`src/cod_pkg.sv`:
```
`default_nettype none
package cod_pkg;
	// Object indices.
	localparam logic [15:0] IDX_DEVTYPE = 16'h1000;
	localparam logic [15:0] IDX_FAULT   = 16'h1001;
	localparam logic [15:0] IDX_HIST    = 16'h1003;
	localparam logic [15:0] IDX_SYNC    = 16'h1005;
	localparam logic [15:0] IDX_GUARD   = 16'h100C;
	localparam logic [15:0] IDX_LIFE    = 16'h100D;
	localparam logic [15:0] IDX_STORE   = 16'h1010;
	localparam logic [15:0] IDX_RESTORE = 16'h1011;
	localparam logic [15:0] IDX_ALARM   = 16'h1014;
	localparam logic [15:0] IDX_CONSHB  = 16'h1016;
	localparam logic [15:0] IDX_PRODHB  = 16'h1017;
	localparam logic [15:0] IDX_OPX     = 16'h6011;
	localparam logic [15:0] IDX_OPY     = 16'h6021;
	// Signatures, least significant byte first on the wire.
	localparam logic [31:0] SIG_SAVE = 32'h65766173;
	localparam logic [31:0] SIG_LOAD = 32'h64616F6C;
	// Values after reset.
	localparam logic [31:0] DEVTYPE_DUAL   = 32'h0002019A;
	localparam logic [31:0] DEVTYPE_SINGLE = 32'h0001019A;
	localparam logic [31:0] SYNC_RST       = 32'h00000080;
	localparam logic [31:0] ALARM_RST      = 32'h00000081;
	localparam logic [7:0]  GROUP_COUNT    = 8'h04;
	localparam logic [7:0]  CONSHB_COUNT   = 8'h01;
	// Operating parameter bits.
	localparam int OP_INV_BIT   = 0;
	localparam int OP_SCALE_BIT = 1;
	// Frame identifier bases.
	localparam logic [10:0] PDO_BASE = 11'h180;
	localparam logic [10:0] HB_BASE  = 11'h700;
	// One millisecond in clock cycles at 125 MHz.
	localparam int MS_NS      = 1000000;
	localparam int CLK_NS     = 8;
	localparam int CYC_PER_MS = MS_NS / CLK_NS;
	// Object access request and answer.
	typedef struct packed {
		logic        valid;
		logic        wr;
		logic [15:0] index;
		logic [7:0]  sub;
		logic [31:0] wdata;
	} cod_req_type;
	typedef struct packed {
		logic        ack;
		logic        abort;
		logic [31:0] rdata;
	} cod_rsp_type;
	// A frame identifier with its strobe.
	typedef struct packed {
		logic        valid;
		logic [10:0] id;
	} cod_frame_type;
	// Power-up reconciliation states.
	typedef enum logic [0:0] {PU_LOAD = 1'b0, PU_RUN = 1'b1} cod_pu_type;
endpackage
`default_nettype wire

```
`src/cod_core.sv`:
```
`timescale 1ns/1ps
`default_nettype none
module cod_core import cod_pkg::*; #(
	parameter int          DUAL_AXIS  = 1,
	parameter int          HIST_DEPTH = 4,
	parameter int          CYC_MS     = CYC_PER_MS,
	parameter logic [10:0] NODE_ID    = 11'h001
) (
	// Clock, reset and freeze.
	input  wire logic          ref_clk,
	input  wire logic          arst_n,
	input  wire logic          clk_en,
	// Object access.
	input  wire cod_req_type   od_req,
	output cod_rsp_type        od_rsp,
	// Received frames and node state.
	input  wire cod_frame_type rx_frame,
	input  wire logic          operational,
	// Transmit arbitration.
	output cod_frame_type      tx_frame,
	output logic               tx_is_alarm,
	input  wire logic          tx_ready,
	// Fault reporting.
	input  wire logic          fault_active,
	input  wire logic          fault_event,
	input  wire logic [31:0]   fault_info,
	// Position path.
	input  wire logic [15:0]   raw_long,
	input  wire logic [15:0]   raw_trans,
	input  wire logic [15:0]   offset_long,
	input  wire logic [15:0]   offset_trans,
	output logic [15:0]        longitudinal_tilt_short,
	output logic [15:0]        transverse_tilt_short,
	output logic [31:0]        longitudinal_tilt_wide,
	output logic [31:0]        transverse_tilt_wide,
	// Stored values seen at power-up.
	input  wire logic [15:0]   nv_cyclic,
	input  wire logic [15:0]   nv_evt1,
	input  wire logic [15:0]   nv_evt2,
	input  wire logic [15:0]   nv_preset_x,
	input  wire logic [15:0]   nv_preset_y,
	input  wire logic [15:0]   nv_app_x,
	input  wire logic [15:0]   nv_app_y,
	output logic [15:0]        cyclic_interval,
	output logic [15:0]        preset_x,
	output logic [15:0]        preset_y,
	// Non-volatile store and restore.
	output logic               nv_store_pulse,
	output logic [3:0]         nv_store_group,
	output logic [3:0]         restore_armed,
	// Supervision.
	output logic [23:0]        life_time_ms,
	output logic               hb_lost
);
	////////////////////////////////////////////////////////////////////////
	// Reset release through two flip-flops.
	logic [1:0] rst_sync_reg;
	logic       rst_n;
	always_ff @(posedge ref_clk or negedge arst_n) begin
		if (!arst_n) rst_sync_reg <= 2'b00;
		else rst_sync_reg <= {rst_sync_reg[0], 1'b1};
	end
	assign rst_n = rst_sync_reg[1];

	////////////////////////////////////////////////////////////////////////
	// Register storage.
	logic [31:0] sync_reg, alarm_reg, conshb_reg;
	logic [15:0] guard_reg, prodhb_reg;
	logic [7:0]  life_reg, hist_cnt_reg;
	logic [15:0] op_reg [2];
	logic [31:0] hist_reg [HIST_DEPTH];
	logic [3:0]  restore_reg;
	cod_rsp_type rsp_reg;

	// Request decode.
	logic wr, rd, s0, s1, s14;
	assign wr  = od_req.valid & od_req.wr;
	assign rd  = od_req.valid & ~od_req.wr;
	assign s0  = (od_req.sub == 8'h00);
	assign s1  = (od_req.sub == 8'h01);
	assign s14 = (od_req.sub >= 8'h01) && (od_req.sub <= 8'h04);
	logic i_dev, i_flt, i_hist, i_sync, i_grd, i_life, i_st, i_rs;
	logic i_alm, i_chb, i_phb, i_opx, i_opy;
	assign i_dev  = od_req.index == IDX_DEVTYPE;
	assign i_flt  = od_req.index == IDX_FAULT;
	assign i_hist = od_req.index == IDX_HIST;
	assign i_sync = od_req.index == IDX_SYNC;
	assign i_grd  = od_req.index == IDX_GUARD;
	assign i_life = od_req.index == IDX_LIFE;
	assign i_st   = od_req.index == IDX_STORE;
	assign i_rs   = od_req.index == IDX_RESTORE;
	assign i_alm  = od_req.index == IDX_ALARM;
	assign i_chb  = od_req.index == IDX_CONSHB;
	assign i_phb  = od_req.index == IDX_PRODHB;
	assign i_opx  = od_req.index == IDX_OPX;
	assign i_opy  = od_req.index == IDX_OPY;

	// Write strobes; the read-only device type never appears here.
	logic w_hclr, w_sync, w_grd, w_life, w_alm, w_chb, w_phb, w_opx, w_opy;
	logic w_store, w_rest, w_bad;
	assign w_hclr  = wr & i_hist & s0 & (od_req.wdata == 32'h0);
	assign w_sync  = wr & i_sync & s0;
	assign w_grd   = wr & i_grd & s0;
	assign w_life  = wr & i_life & s0;
	assign w_alm   = wr & i_alm & s0;
	assign w_chb   = wr & i_chb & s1;
	assign w_phb   = wr & i_phb & s0;
	assign w_opx   = wr & i_opx & s0;
	assign w_opy   = wr & i_opy & s0;
	assign w_store = wr & i_st & s14 & (od_req.wdata == SIG_SAVE);
	assign w_rest  = wr & i_rs & s14 & (od_req.wdata == SIG_LOAD);
	// Any other write, including a wrong signature, is refused.
	assign w_bad = wr & ~(w_hclr | w_sync | w_grd | w_life | w_alm | w_chb
		| w_phb | w_opx | w_opy | w_store | w_rest);

	// Read selection, an AND-OR of every readable object.
	logic [31:0] devtype, hist_sel, rdata;
	logic        rd_ok;
	logic [7:0]  hsub;
	assign devtype = (DUAL_AXIS != 0) ? DEVTYPE_DUAL : DEVTYPE_SINGLE;
	assign hsub    = od_req.sub - 8'h01;
	assign hist_sel = (od_req.sub != 8'h00 && od_req.sub <= 8'(HIST_DEPTH))
		? hist_reg[hsub[$clog2(HIST_DEPTH)-1:0]] : 32'h0;
	assign rdata =
		({32{i_dev & s0}} & devtype)
		| ({32{i_flt & s0}} & {31'h0, fault_active})
		| ({32{i_hist & s0}} & {24'h0, hist_cnt_reg})
		| ({32{i_hist & ~s0}} & hist_sel)
		| ({32{i_sync & s0}} & sync_reg)
		| ({32{i_grd & s0}} & {16'h0, guard_reg})
		| ({32{i_life & s0}} & {24'h0, life_reg})
		| ({32{(i_st | i_rs) & s0}} & {24'h0, GROUP_COUNT})
		| ({32{(i_st | i_rs) & s14}} & 32'h00000001)
		| ({32{i_alm & s0}} & alarm_reg)
		| ({32{i_chb & s0}} & {24'h0, CONSHB_COUNT})
		| ({32{i_chb & s1}} & conshb_reg)
		| ({32{i_phb & s0}} & {16'h0, prodhb_reg})
		| ({32{i_opx & s0}} & {16'h0, op_reg[0]})
		| ({32{i_opy & s0}} & {16'h0, op_reg[1]});
	// History entries beyond the current count are refused as unmapped.
	assign rd_ok = s0 & (i_dev | i_flt | i_hist | i_sync | i_grd | i_life
		| i_st | i_rs | i_alm | i_chb | i_phb | i_opx | i_opy)
		| (i_hist & ~s0 & (od_req.sub <= hist_cnt_reg))
		| ((i_st | i_rs) & s14) | (i_chb & s1);

	// Answer one cycle after the request.
	always_ff @(posedge ref_clk or negedge rst_n) begin
		if (!rst_n) rsp_reg <= '0;
		else if (clk_en) begin
			rsp_reg.ack   <= od_req.valid;
			rsp_reg.abort <= w_bad | (rd & ~rd_ok);
			rsp_reg.rdata <= (rd & rd_ok) ? rdata : 32'h0;
		end
	end
	assign od_rsp = rsp_reg;

	////////////////////////////////////////////////////////////////////////
	// Plain read-write objects.
	always_ff @(posedge ref_clk or negedge rst_n) begin
		if (!rst_n) begin
			sync_reg   <= SYNC_RST;
			alarm_reg  <= ALARM_RST;
			guard_reg  <= 16'h0000;
			life_reg   <= 8'h00;
			conshb_reg <= 32'h0;
			prodhb_reg <= 16'h0000;
			op_reg[0]  <= 16'h0000;
			op_reg[1]  <= 16'h0000;
		end else if (clk_en) begin
			if (w_sync) sync_reg <= od_req.wdata;
			if (w_alm)  alarm_reg <= od_req.wdata;
			if (w_grd)  guard_reg <= od_req.wdata[15:0];
			if (w_life) life_reg <= od_req.wdata[7:0];
			if (w_chb)  conshb_reg <= {8'h00, od_req.wdata[23:0]};
			if (w_phb)  prodhb_reg <= od_req.wdata[15:0];
			if (w_opx)  op_reg[0] <= od_req.wdata[15:0];
			if (w_opy)  op_reg[1] <= od_req.wdata[15:0];
		end
	end
	assign life_time_ms = 24'(guard_reg) * 24'(life_reg);

	////////////////////////////////////////////////////////////////////////
	// Error history: newest at entry 0; a fault in the clearing cycle wins.
	logic [7:0] cnt_next;
	assign cnt_next = w_hclr ? (fault_event ? 8'h01 : 8'h00)
		: (fault_event && hist_cnt_reg < 8'(HIST_DEPTH))
		? hist_cnt_reg + 8'h01 : hist_cnt_reg;
	always_ff @(posedge ref_clk or negedge rst_n) begin
		if (!rst_n) hist_cnt_reg <= 8'h00;
		else if (clk_en) hist_cnt_reg <= cnt_next;
	end
	genvar g;
	generate
		for (g = 0; g < HIST_DEPTH; g++) begin : g_hist
			always_ff @(posedge ref_clk or negedge rst_n) begin
				if (!rst_n) hist_reg[g] <= 32'h0;
				else if (clk_en && fault_event) begin
					hist_reg[g] <= (g == 0) ? fault_info : hist_reg[(g == 0) ? 0 : g-1];
				end
			end
		end
	endgenerate

	////////////////////////////////////////////////////////////////////////
	// Position scaling and inversion, one stage per axis.
	logic [15:0] raw [2];
	logic [15:0] off [2];
	logic [15:0] tilt_reg [2];
	assign raw[0] = raw_long;
	assign raw[1] = raw_trans;
	assign off[0] = offset_long;
	assign off[1] = offset_trans;
	generate
		for (g = 0; g < 2; g++) begin : g_axis
			logic [15:0] neg, base, res;
			assign neg  = 16'(17'h10000 - {1'b0, raw[g]});
			assign base = op_reg[g][OP_INV_BIT] ? neg : raw[g];
			assign res  = op_reg[g][OP_SCALE_BIT] ? base + off[g] : base;
			always_ff @(posedge ref_clk or negedge rst_n) begin
				if (!rst_n) tilt_reg[g] <= 16'h0000;
				else if (clk_en) tilt_reg[g] <= res;
			end
		end
	endgenerate
	// Integer counts only; the resolution sets what one count means.
	assign longitudinal_tilt_short = tilt_reg[0];
	assign transverse_tilt_short   = tilt_reg[1];
	assign longitudinal_tilt_wide  = {{16{tilt_reg[0][15]}}, tilt_reg[0]};
	assign transverse_tilt_wide    = {{16{tilt_reg[1][15]}}, tilt_reg[1]};

	////////////////////////////////////////////////////////////////////////
	// Power-up reconciliation, taken once just after the reset release.
	cod_pu_type  pu_reg;
	logic [15:0] cyc_reg, px_reg, py_reg;
	always_ff @(posedge ref_clk or negedge rst_n) begin
		if (!rst_n) begin
			pu_reg  <= PU_LOAD;
			cyc_reg <= 16'h0000;
			px_reg  <= 16'h0000;
			py_reg  <= 16'h0000;
		end else if (clk_en) begin
			unique case (pu_reg)
				PU_LOAD: begin
					cyc_reg <= (nv_cyclic != nv_evt1 || nv_cyclic != nv_evt2)
						? nv_evt1 : nv_cyclic;
					px_reg  <= (nv_preset_x != nv_app_x) ? nv_app_x : nv_preset_x;
					py_reg  <= (nv_preset_y != nv_app_y) ? nv_app_y : nv_preset_y;
					pu_reg  <= PU_RUN;
				end
				PU_RUN: pu_reg <= PU_RUN;
			endcase
		end
	end
	assign cyclic_interval = cyc_reg;
	assign preset_x        = px_reg;
	assign preset_y        = py_reg;

	////////////////////////////////////////////////////////////////////////
	// Store pulses and restore arming. The restore only marks groups; the
	// loader applies them after the next power cycle and never touches the
	// bit rate, node number, termination or boot-up settings.
	logic       st_pulse_reg;
	logic [3:0] st_grp_reg, sel;
	assign sel = 4'(4'h1 << (od_req.sub[1:0] - 2'b01)); // Sub 1 to 4 map to bits 0 to 3.
	always_ff @(posedge ref_clk or negedge rst_n) begin
		if (!rst_n) begin
			st_pulse_reg <= 1'b0;
			st_grp_reg   <= 4'h0;
			restore_reg  <= 4'h0;
		end else if (clk_en) begin
			st_pulse_reg <= w_store;
			st_grp_reg   <= w_store ? sel : 4'h0;
			if (w_rest) restore_reg <= restore_reg | sel;
		end
	end
	assign nv_store_pulse = st_pulse_reg;
	assign nv_store_group = st_grp_reg;
	assign restore_armed  = restore_reg;

	////////////////////////////////////////////////////////////////////////
	// Millisecond tick and heartbeat supervision.
	logic [$clog2(CYC_MS)-1:0] ms_cnt_reg;
	logic [15:0] cons_cnt_reg, prod_cnt_reg;
	logic        ms_tick, lost_reg, hb_seen, sync_hit, prod_tick;
	assign ms_tick  = (ms_cnt_reg == ($clog2(CYC_MS))'(CYC_MS - 1));
	assign hb_seen  = rx_frame.valid && rx_frame.id == HB_BASE + {3'b000, conshb_reg[23:16]};
	assign sync_hit = rx_frame.valid && operational && rx_frame.id == sync_reg[10:0];
	always_ff @(posedge ref_clk or negedge rst_n) begin
		if (!rst_n) begin
			ms_cnt_reg   <= '0;
			cons_cnt_reg <= 16'h0000;
			prod_cnt_reg <= 16'h0000;
			lost_reg     <= 1'b0;
		end else if (clk_en) begin
			ms_cnt_reg <= ms_tick ? '0 : ms_cnt_reg + ($clog2(CYC_MS))'(1);
			// Only one node is watched; a zero time stops it.
			if (conshb_reg[15:0] == 16'h0000 || hb_seen) begin
				cons_cnt_reg <= 16'h0000;
				lost_reg     <= 1'b0;
			end else if (ms_tick) begin
				if (cons_cnt_reg + 16'h0001 >= conshb_reg[15:0]) lost_reg <= 1'b1;
				else cons_cnt_reg <= cons_cnt_reg + 16'h0001;
			end
			if (prodhb_reg == 16'h0000 || prod_tick) prod_cnt_reg <= 16'h0000;
			else if (ms_tick) prod_cnt_reg <= prod_cnt_reg + 16'h0001;
		end
	end
	assign prod_tick = ms_tick && prodhb_reg != 16'h0000
		&& prod_cnt_reg + 16'h0001 >= prodhb_reg;
	assign hb_lost = lost_reg;

	////////////////////////////////////////////////////////////////////////
	// Transmit requests: alarm first, then process data, then heartbeat.
	logic alm_pend_reg, pdo_pend_reg, hb_pend_reg, take;
	assign take        = tx_frame.valid & tx_ready;
	assign tx_is_alarm = alm_pend_reg;
	assign tx_frame.valid = alm_pend_reg | pdo_pend_reg | hb_pend_reg;
	assign tx_frame.id = alm_pend_reg ? alarm_reg[10:0]
		: pdo_pend_reg ? PDO_BASE + NODE_ID : HB_BASE + NODE_ID;
	// A new event in the sending cycle keeps its flag set.
	always_ff @(posedge ref_clk or negedge rst_n) begin
		if (!rst_n) begin
			alm_pend_reg <= 1'b0;
			pdo_pend_reg <= 1'b0;
			hb_pend_reg  <= 1'b0;
		end else if (clk_en) begin
			alm_pend_reg <= fault_event | (alm_pend_reg & ~take);
			pdo_pend_reg <= sync_hit | (pdo_pend_reg & ~(take & ~alm_pend_reg));
			hb_pend_reg  <= prod_tick | (hb_pend_reg & ~(take & ~alm_pend_reg & ~pdo_pend_reg));
		end
	end
endmodule // cod_core
`default_nettype wire

```
`config.mk`:
```
export PLATFORM = sky130hd
export DESIGN_NAME = cod_core
export DESIGN_NICKNAME = d
export VERILOG_FILES = /design/src/cod_pkg.sv /design/src/cod_core.sv
export SDC_FILE = /design/constraint.sdc
export NUM_CORES = 1
export LEC_CHECK = 0
export BUFFER_PORTS_ARGS = -buffer_cell sky130_fd_sc_hd__buf_2
export CELL_PAD_IN_SITES_DETAIL_PLACEMENT = 0
export CELL_PAD_IN_SITES_GLOBAL_PLACEMENT = 1
export CORE_ASPECT_RATIO = 0.75
export CORE_MARGIN = 2
export CORE_UTILIZATION = 45
export CTS_BUF_LIST = sky130_fd_sc_hd__clkbuf_16
export DETAILED_ROUTE_END_ITERATION = 10
export PLACE_DENSITY = 0.86
export SLEW_MARGIN = 25
export SYNTH_ARGS = -nofsm -noshare
export SYNTH_HDL_FRONTEND = slang
export SYNTH_SLANG_ARGS = --single-unit
export TNS_END_PERCENT = 20
```
`constraint.sdc`:
```
create_clock -name ref_clk -period 15.92 [get_ports ref_clk]
set_input_delay 3.184 -clock ref_clk [delete_from_list [all_inputs] [get_ports ref_clk]]
set_output_delay 3.184 -clock ref_clk [all_outputs]
set_load 0.05 [all_outputs]
```
Word level (Yosys, flattened, before mapping)
Cells that the tools add are included.
W data, S select, Z words.
- memories kept: 0
- register bits after elaboration: 475
- word-level logic and storage cells: 262
- bits in latches: 0
- ROM bits: 0
- output and inout bits: 225
- memory bits (writable): 0
- equal/unequal tests: 24
- shift operators: 1
- $add $sub $neg: 11
- order comparisons: 7
- reduce and logical (&&, ||, !) cells: 36
- bitwise logic cells: 122
- $mul: 1
- multiplexer cells: 27
- div/mod/pow operators: 0
- operators by type and width (operator ; count):
    $or A32 B32 Y32 ; 10
    $mux W16 ; 12
    $eq A16 B13 Y1 const B ; 11
    $and A32 B16 Y32 ; 4
    $mux W32 ; 4
    $and A32 B32 Y32 ; 3
    $and A32 B8 Y32 ; 2
    $bmux W32 S2 ; 1
    $eq A32 B31 Y1 const B ; 2
    $ne A16 B16 Y1 ; 4
    $or A32 B1 Y32 ; 2
    $and A1 B1 Y1 ; 53
    $add A16 B1 Y16 const B ; 2
    $add A16 B16 Y16 ; 2
    $and A32 B1 Y32 ; 1
    $and A32 B24 Y32 ; 1
    $eq A16 B15 Y1 const B ; 2
    $ge A16 B16 Y1 ; 2
    $logic_not A16 Y1 ; 2
    $logic_not A32 Y1 ; 1
    $or A1 B1 Y1 ; 32
    $or A18 B32 Y32 ; 1
    $or A32 B3 Y32 ; 1
    $sub A1 B16 Y16 const A ; 2
    other kinds (31) ; 72

Logic depth before layout (Yosys ltp)
Gate-level depths: netlist (run 1).
- depth in word-level cells: 20
- mapped depth: 19
- gate-level depth less buffers: 19

Least setup slack after synthesis (run 1)
Ideal clock, no wire load.
- path type: reg2out
- start point: register life_reg[2]
- end point: output life_time_ms[23]
- data required time: 12.736 ns
- slack: 6.946 ns
- stages on the path, launching flop included: 20
- data arrival time: 5.790 ns
- path through: dfrtp_1 > clkbuf_1 > nand2_1 > fa_1 > fa_1 > inv_1 > fa_1 > inv_1 > fa_1 > inv_1 > ha_1 > o21a_1 > o31a_1 > o41ai_1 > o21ai_1 > a41o_1 > o41a_1 > a211oi_1 > a21oi_1 > xnor2_1
- word-level cells in the longest chain between the ends: 1
- ends and longest elaborated chain (item ; line ; source):
    start, declared ; cod_core.sv:69 ; logic [7:0] life_reg, hist_cnt_reg;
    start signal, assigned ; cod_core.sv:173 ; if (w_life) life_reg <= od_req.wdata[7:0];
    $mul A16 B8 Y24 ; cod_core.sv:180 ; assign life_time_ms = 24'(guard_reg) * 24'(life_reg);
    end, declared ; cod_core.sv:52 ; output logic [23:0] life_time_ms,
Every way passes these cells.

Worst setup path in the final report (run 1)
Same ends and word-level chain as after synthesis.

==> flow_summary_export.csv, run 1 <==
group,metric,value,unit
finish,nets,3479,
setup_path,start_kind,"register",
finish,multi_input_area,15520,um^2
cts,cts_tree,"built",
timing,min_period,9.908,ns
floorplanning,num_rows,80,
logic_synthesis,ys_seq_elements,475,
floorplanning,start_util,45.60,%
route,wl_per_cell,21.61,um
cts,cts_buffer_depth,3,
finish,area_growth_syn_to_layout,15.13,%
cts,holdBufCountCts,0,
floorplanning,dieArea,66580,um^2
logic_synthesis,syn_area,29030,um^2
logic_synthesis,yosysMostFrequentCell,"dfrtp_1",
setup_path,critPathCaptureType,"output pin",
finish,drive_gt1_share,31.89,%
logic_synthesis,synth_commonest_cells,"dfrtp_1 (472), mux2_2 (339), inv_1 (192)",
cts,cts.sinks,475,
cts,clkTransAtPathRegs,0.06,ns
timing,drv_slew,0,
route,wl,84290,um
timing,hold_viol,0,
finish,fillers,5639,
route,drtIter0Drc,1808,
route,drc_errors,0,
pwr,power_density,98.05,nW/um^2
placement,gp_congestion,0.9062,
route,vias,22046,
placement,dp_hpwl,63350,um
floorplanning,dieWidth,297.3,um
logic_synthesis,yosysTopAreaCell,"dfrtp_1",
floorplanning,fp.coreArea,63660,um^2
timing,skew,0.07480,ns
timing,rsz0062_at_grt,"false",
global_routing,grt_pass1_wl,130900,um
logic_synthesis,synthTopCellsByArea,"dfrtp_1 (41%), mux2_2 (13%), fa_1 (5.9%), ha_1 (5.4%), and2_1 (2.5%)",
global_routing,grtUsageTotal,25.15,%
logic_synthesis,syn_nets,3135,
timing,tightestPinTransition,1.087,ns
floorplanning,die_y,224.0,um
logic_synthesis,synth.distinct_cells,79,
worst_hold_path,hp-class,"reg -> reg",
pwr,ir_drop,82.19,uV
cts,root_buffer,"clkbuf_16",
pwr,p_leak,16.22,nW
logic_synthesis,async_reset_ff_share,100.0,%
logic_synthesis,ys_warn_count,0,
timing,fin_crit_sh,62.24,%
route,ant_nets,0,
timing,hold_ws,0.3703,ns
route,firstDrtPassIters,5,
cts,postCtsSetupBuffers,0,
cts,clock_latency,0.62,ns
global_routing,grt_remaining_overflow,0,
logic_synthesis,synth_ff_type,"dfrtp_1",
global_routing,grt_pass1_vias,22497,
run,maxCapViolations,0,
global_routing,grt_max_degree,85,
setup_path,path_max_fanout,18,
logic_synthesis,ys_seq_area_share,40.96,%
run_status,status,"complete, no violations",
placement,port-buffer-count,445,
finish,seqCellArea,11890,um^2
route,viasPerCell,5.651,
finish,largest_reg_flops,128,
timing,setup_violations,0,
global_routing,antenna_found_initial,24,
setup_path,crit_type,"reg -> out",
cts,htreeDepth,2,
logic_synthesis,syn-instance-count,2639,
cts,cts_resized,0,
floorplanning,io_pins,510,
cts,cts-buffers-inserted,50,
logic_synthesis,synth_edf_count,0,
logic_synthesis,netlist.area_leader.share,40.69,%
timing,relSlewSlack,27.31,%
timing,fmax,100.9,MHz
setup_path,required,12.74,ns
setup_path,crit_arrival,6.72,ns
timing,finalSetupTns,0,ns
logic_synthesis,avgSynthCellArea,11.00,um^2
[metal layers]
layer / global-route usage (%) / part of all wire [%]
met3: 6.391 / 8.8
met5: 0 / 0.095
met1: 35.03 / 43
met2: 39.08 / 45
met4: 6.826 / 2.3
[layout make-up]
class | count | area share, %
Inverter | 194 | 2.179
Sequential cell | 475 | 35.59
Clock buffer | 50 | 3.744
Timing Repair Buffer | 472 | 7.409
Multi-Input combinational cell | 1790 | 46.43
Antenna cell | 17 | 0.1273
Clock inverter | 42 | 1.299
Tap cell | 861 | 3.223
[path summary, 6_finish.rpt]
kind | to | slack [ns] | from | depth (start not counted)
worst max-delay path | life_time_ms[23] | 6.01 | life_reg[2] | 19
max in group asynchronous | sync_reg[2] | 13.25 | rst_sync_reg[1] | 2
min in group asynchronous | hist_reg[92] | 0.44 | rst_sync_reg[1] | 0
worst max register to register | prod_cnt_reg[0] | 11.55 | prod_cnt_reg[0] | 14
worst min-delay path | rst_sync_reg[1] | 0.37 | rst_sync_reg[0] | 0
worst min register to register | rst_sync_reg[1] | 0.37 | rst_sync_reg[0] | 0
[cells in the final DEF, fill, tap and decap left out, types with 10 or more instances in the layout]
master     Yosys  layout
nand3_1       60      60
nand2b_1      14      13
mux4_2        32      32
fa_1          86      86
a21oi_1       83      83
and2_1       118     118
a221oi_1      30      30
nand2_1      134     132
xor2_1        44      44
a22oi_1       26      26
or3_1         16      16
nand4_1       23      23
mux2_2       339     339
buf_4         67      25
mux2i_1       10      10
nor2_1       115     113
nor3_1        29      28
a22o_1        22      22
o2bb2ai_1     33      33
o2111ai_1     10      10
inv_1        192     197
nor4_1        25      24
and3_1        23      23
xnor2_1       84      84
ha_1         125     124
a31oi_1       10      10
clkbuf_16      0      50
a21o_1        31      31
o21a_1        11      11
a211oi_1      10      10
o21ai_0       83      83
nor2b_1       40      40
o31ai_1       17      16
dfrtp_1      472     471
buf_2         14     444
diode_2        0      17
[per-stage QoR]
| stage | setup WS (ns) | instance area [um^2] | std cells | total power, mW | utilization (%) |
|---|---|---|---|---|---|
| after global routing | 5.385 | 33410 | 3895 | 3.408 | 52.48 |
| after detailed placement | 6.625 | 31650 | 3791 | 2.087 | 49.71 |
| after floorplan | 1.706 | 29030 | 2639 | 1.936 | - |
| after CTS | 5.935 | 33330 | 3883 | 3.302 | 52.36 |
| after global placement | 6.615 | 31610 | 3790 | 2.054 | 49.65 |
| final | 6.012 | 33420 | 3901 | 3.277 | 52.50 |
[worst max-delay path, cell delays in order, from the launching register on]
cell and delay, ns:
dfrtp_1 0.74, nand2_1 0.16, fa_1 0.54, fa_1 0.55
inv_1 0.05, fa_1 0.48, inv_1 0.05, fa_1 0.47
inv_1 0.04, ha_1 0.33, o21a_1 0.12, o31a_1 0.14
o41ai_1 0.60, o21ai_1 0.22, a41o_1 0.33, o41a_1 0.35
a211oi_1 0.36, a21oi_1 0.14, xnor2_1 0.14, buf_2 0.28
[power by group]
part	total (mW)	internal, mW	leakage, nW	switching, mW
combinational	0.637	0.243	9.26	0.394
sequential	1.43	1.34	6.13	0.0957
clock	1.21	0.679	0.825	0.530
total	3.28	2.26	16.2	1.02
[cell families after synthesis]
| kind of cell | share of synthesized area [%] |
|---|---|
| flops | 40.96 |
| xor+xnor | 3.862 |
| other cells | 0.01292 |
| fa+ha+maj | 11.32 |
| simple gates | 11.92 |
| compound gates | 10.05 |
| mux | 15.98 |
| buf+inv | 5.905 |
(Power assumes the default switching activity.)
==> run 2, diff against run 1 <==
CORE_UTILIZATION = 41   (was 45)
PLACE_DENSITY = 0.83   (was 0.86)
clock period = 8.6 ns   (was 15.92 ns; I/O delays follow)
==> run 2 against run 1 <==
Compared with the run above: sequential power rose by 85%; flip-flop and latch count did not move; first-iteration DRC count fell by 2.3%; power rose by 83%; core utilization fell by 4.8 points; largest power group unchanged.
==> flow_summary_export.csv, run 2 (same netlist as run 1, synthesis figures left out) <==
group,metric,value,unit
setup_path,crit_type,"reg -> out",
pwr,p_int,4.154,mW
placement,dp_hpwl,61490,um
route,vias,21554,
finish,drive_gt1_share,31.63,%
timing,setup_ws,0.6386,ns
cts,htreeDepth,2,
pwr,pwr-share-seq,44.1,%
pwr,combPwrFrac,19.6,%
route,firstDrtPassIters,6,
setup_path,path_max_fanout,18,
cts,clock_latency,0.63,ns
timing,fmax,125.6,MHz
global_routing,grt_remaining_overflow,0,
cts,cts_buffer_depth,3,
pwr,switching_share,30.61,%
timing,min_period,7.961,ns
worst_hold_path,min_path_cells,0,
timing,skew,0.03227,ns
setup_path,critPathCaptureType,"output pin",
timing,setup_violations,0,
cts,cts.sinks,475,
finish,final_area,33440,um^2
placement,dpl_worst_slack,0.8997,ns
timing,finalSetupTns,0,ns
route,wl_per_cell,20.67,um
pwr,p_switching,1.832,mW
timing,rsz0062_at_grt,"false",
setup_path,crit_arrival,6.24,ns
pwr,power_frac_clock,36.2,%
floorplanning,start_util,41.41,%
global_routing,grt_max_degree,142,
cts,root_buffer,"clkbuf_16",
run,maxCapViolations,0,
pwr,power,5.986,mW
setup_path,slowest_stage,"dfrtp_1",
floorplanning,num_rows,84,
finish,nets,3480,
cts,postCtsSetupBuffers,0,
timing,tightestPinTransition,1.030,ns
pwr,power_density,179.0,nW/um^2
finish,fillers,6513,
floorplanning,dieWidth,311.3,um
global_routing,antenna_found_initial,22,
cts,cts_tree,"built",
pwr,p_leak,16.23,nW
pwr,ir_drop,158.0,uV
placement,gp_congestion,0.8674,
route,wl,82150,um
timing,hold_ws,0.3511,ns
route,drc_errors,0,
setup_path,cpMostUsedCell,"fa_1",
run_status,status,"complete, no violations",
setup_path,start_kind,"register",
placement,placed_area,31770,um^2
route,viasPerCell,5.424,
cts,cts-buffers-inserted,48,
finish,largest_reg_flops,128,
route,drtIter0Drc,1767,
setup_path,cpPeakStageDelay,0.67,ns
setup_path,rr_worst_depth,17,
floorplanning,io_pins,510,
global_routing,grtUsageTotal,22.31,%
timing,hold_viol,0,
setup_path,path_cells,"nand2_1, fa_1, fa_1, inv_1, fa_1, inv_1, fa_1, inv_1, ha_1, o21a_1, o31a_1, o41ai_2, o21ai_1, a41o_1, o41a_1, a211oi_1, a21oi_1, xnor2_1, buf_2",
route,ant_nets,0,
finish,final_cell_mix,"dfrtp_1 (468), buf_2 (445), mux2_2 (339), inv_1 (203), nand2_1 (132)",
timing,relSlewSlack,30.81,%
cts,holdBufCountCts,0,
timing,drv_slew,0,
placement,port-buffer-count,445,
worst_hold_path,hp-class,"reg -> reg",
cts,clkTransAtPathRegs,0.06,ns
floorplanning,dieArea,72970,um^2
finish,final_common_cell,"dfrtp_1",
timing,fin_crit_sh,92.57,%
finish,area_growth_syn_to_layout,15.19,%
cts,cts_resized,0,
floorplanning,fp.coreArea,70100,um^2
setup_path,required,6.88,ns
global_routing,grt_pass1_wl,126500,um
global_routing,grt_pass1_vias,20951,
floorplanning,die_y,234.4,um
[run 2: cell count changes in the layout (fill, tap and decap cells not counted), sizes merged]
cell,delta
bufinv,+1
clkinv,-4
inv,+4
diode,-8
clkinvlp,-6
clkbuf,-2
buf,+3
[run 2: worst max-delay path: cells and delay by family (launching register included)]
kind                       cells  cell delay, ns
AOI/OAI and AO/OA              8            2.02
xor gates and xnor gates       1            0.17
adders and majority gates      5            2.22
buffers and inverters          4            0.43
DFF                            1            0.67
and+or+nand+nor                1            0.14
[run 2: routing by layer]
layer / wire (um) / global-route usage [%] / vias to the layer above
li1: - / - / 9977
met1: 38410 / 32.71 / 10818
met2: 35480 / 32.84 / 636
met3: 6877 / 6.431 / 109
met4: 1290 / 4.423 / 14
met5: 84 / 0 / -
[run 2: final timing paths]
kind / slack [ns] / endpoint / start
max: 0.64 / life_time_ms[23] / life_reg[7]
min in group asynchronous: 0.41 / hist_reg[116] / rst_sync_reg[1]
min: 0.35 / rst_sync_reg[1] / rst_sync_reg[0]
min reg2reg: 0.35 / rst_sync_reg[1] / rst_sync_reg[0]
max reg2reg: 4.24 / prod_cnt_reg[14] / prod_cnt_reg[0]
max in group asynchronous: 6.28 / ms_cnt_reg[8] / rst_sync_reg[1]
[run 2: area by class of cell]
cell class	count	area, um^2	area share, %
repair buffers	475	2501	7.480
diodes	9	22.52	0.06735
well taps	946	1184	3.540
clock buffers	48	1201	3.592
inverters	194	728.2	2.178
flip-flops and latches	475	11900	35.58
clock inverters	37	400.4	1.197
multi-input cells	1790	15500	46.36
[run 2: power by group through the flow]
stage | Clock [mW] | Sequential, mW | Combinational, mW
after floorplan | 0 | 2.83 | 0.751
after detailed placement | 0 | 2.68 | 1.18
after global placement | 0 | 2.67 | 1.16
final | 2.17 | 2.64 | 1.18
after CTS | 2.21 | 2.64 | 1.18
after global routing | 2.31 | 2.68 | 1.26
[run 2: metrics by stage]
stage,utilization (%),cells
after floorplan,-,2639
after global placement,45.31,3879
after detailed placement,45.32,3879
after CTS,47.61,3964
after global routing,47.69,3971
final,47.70,3974
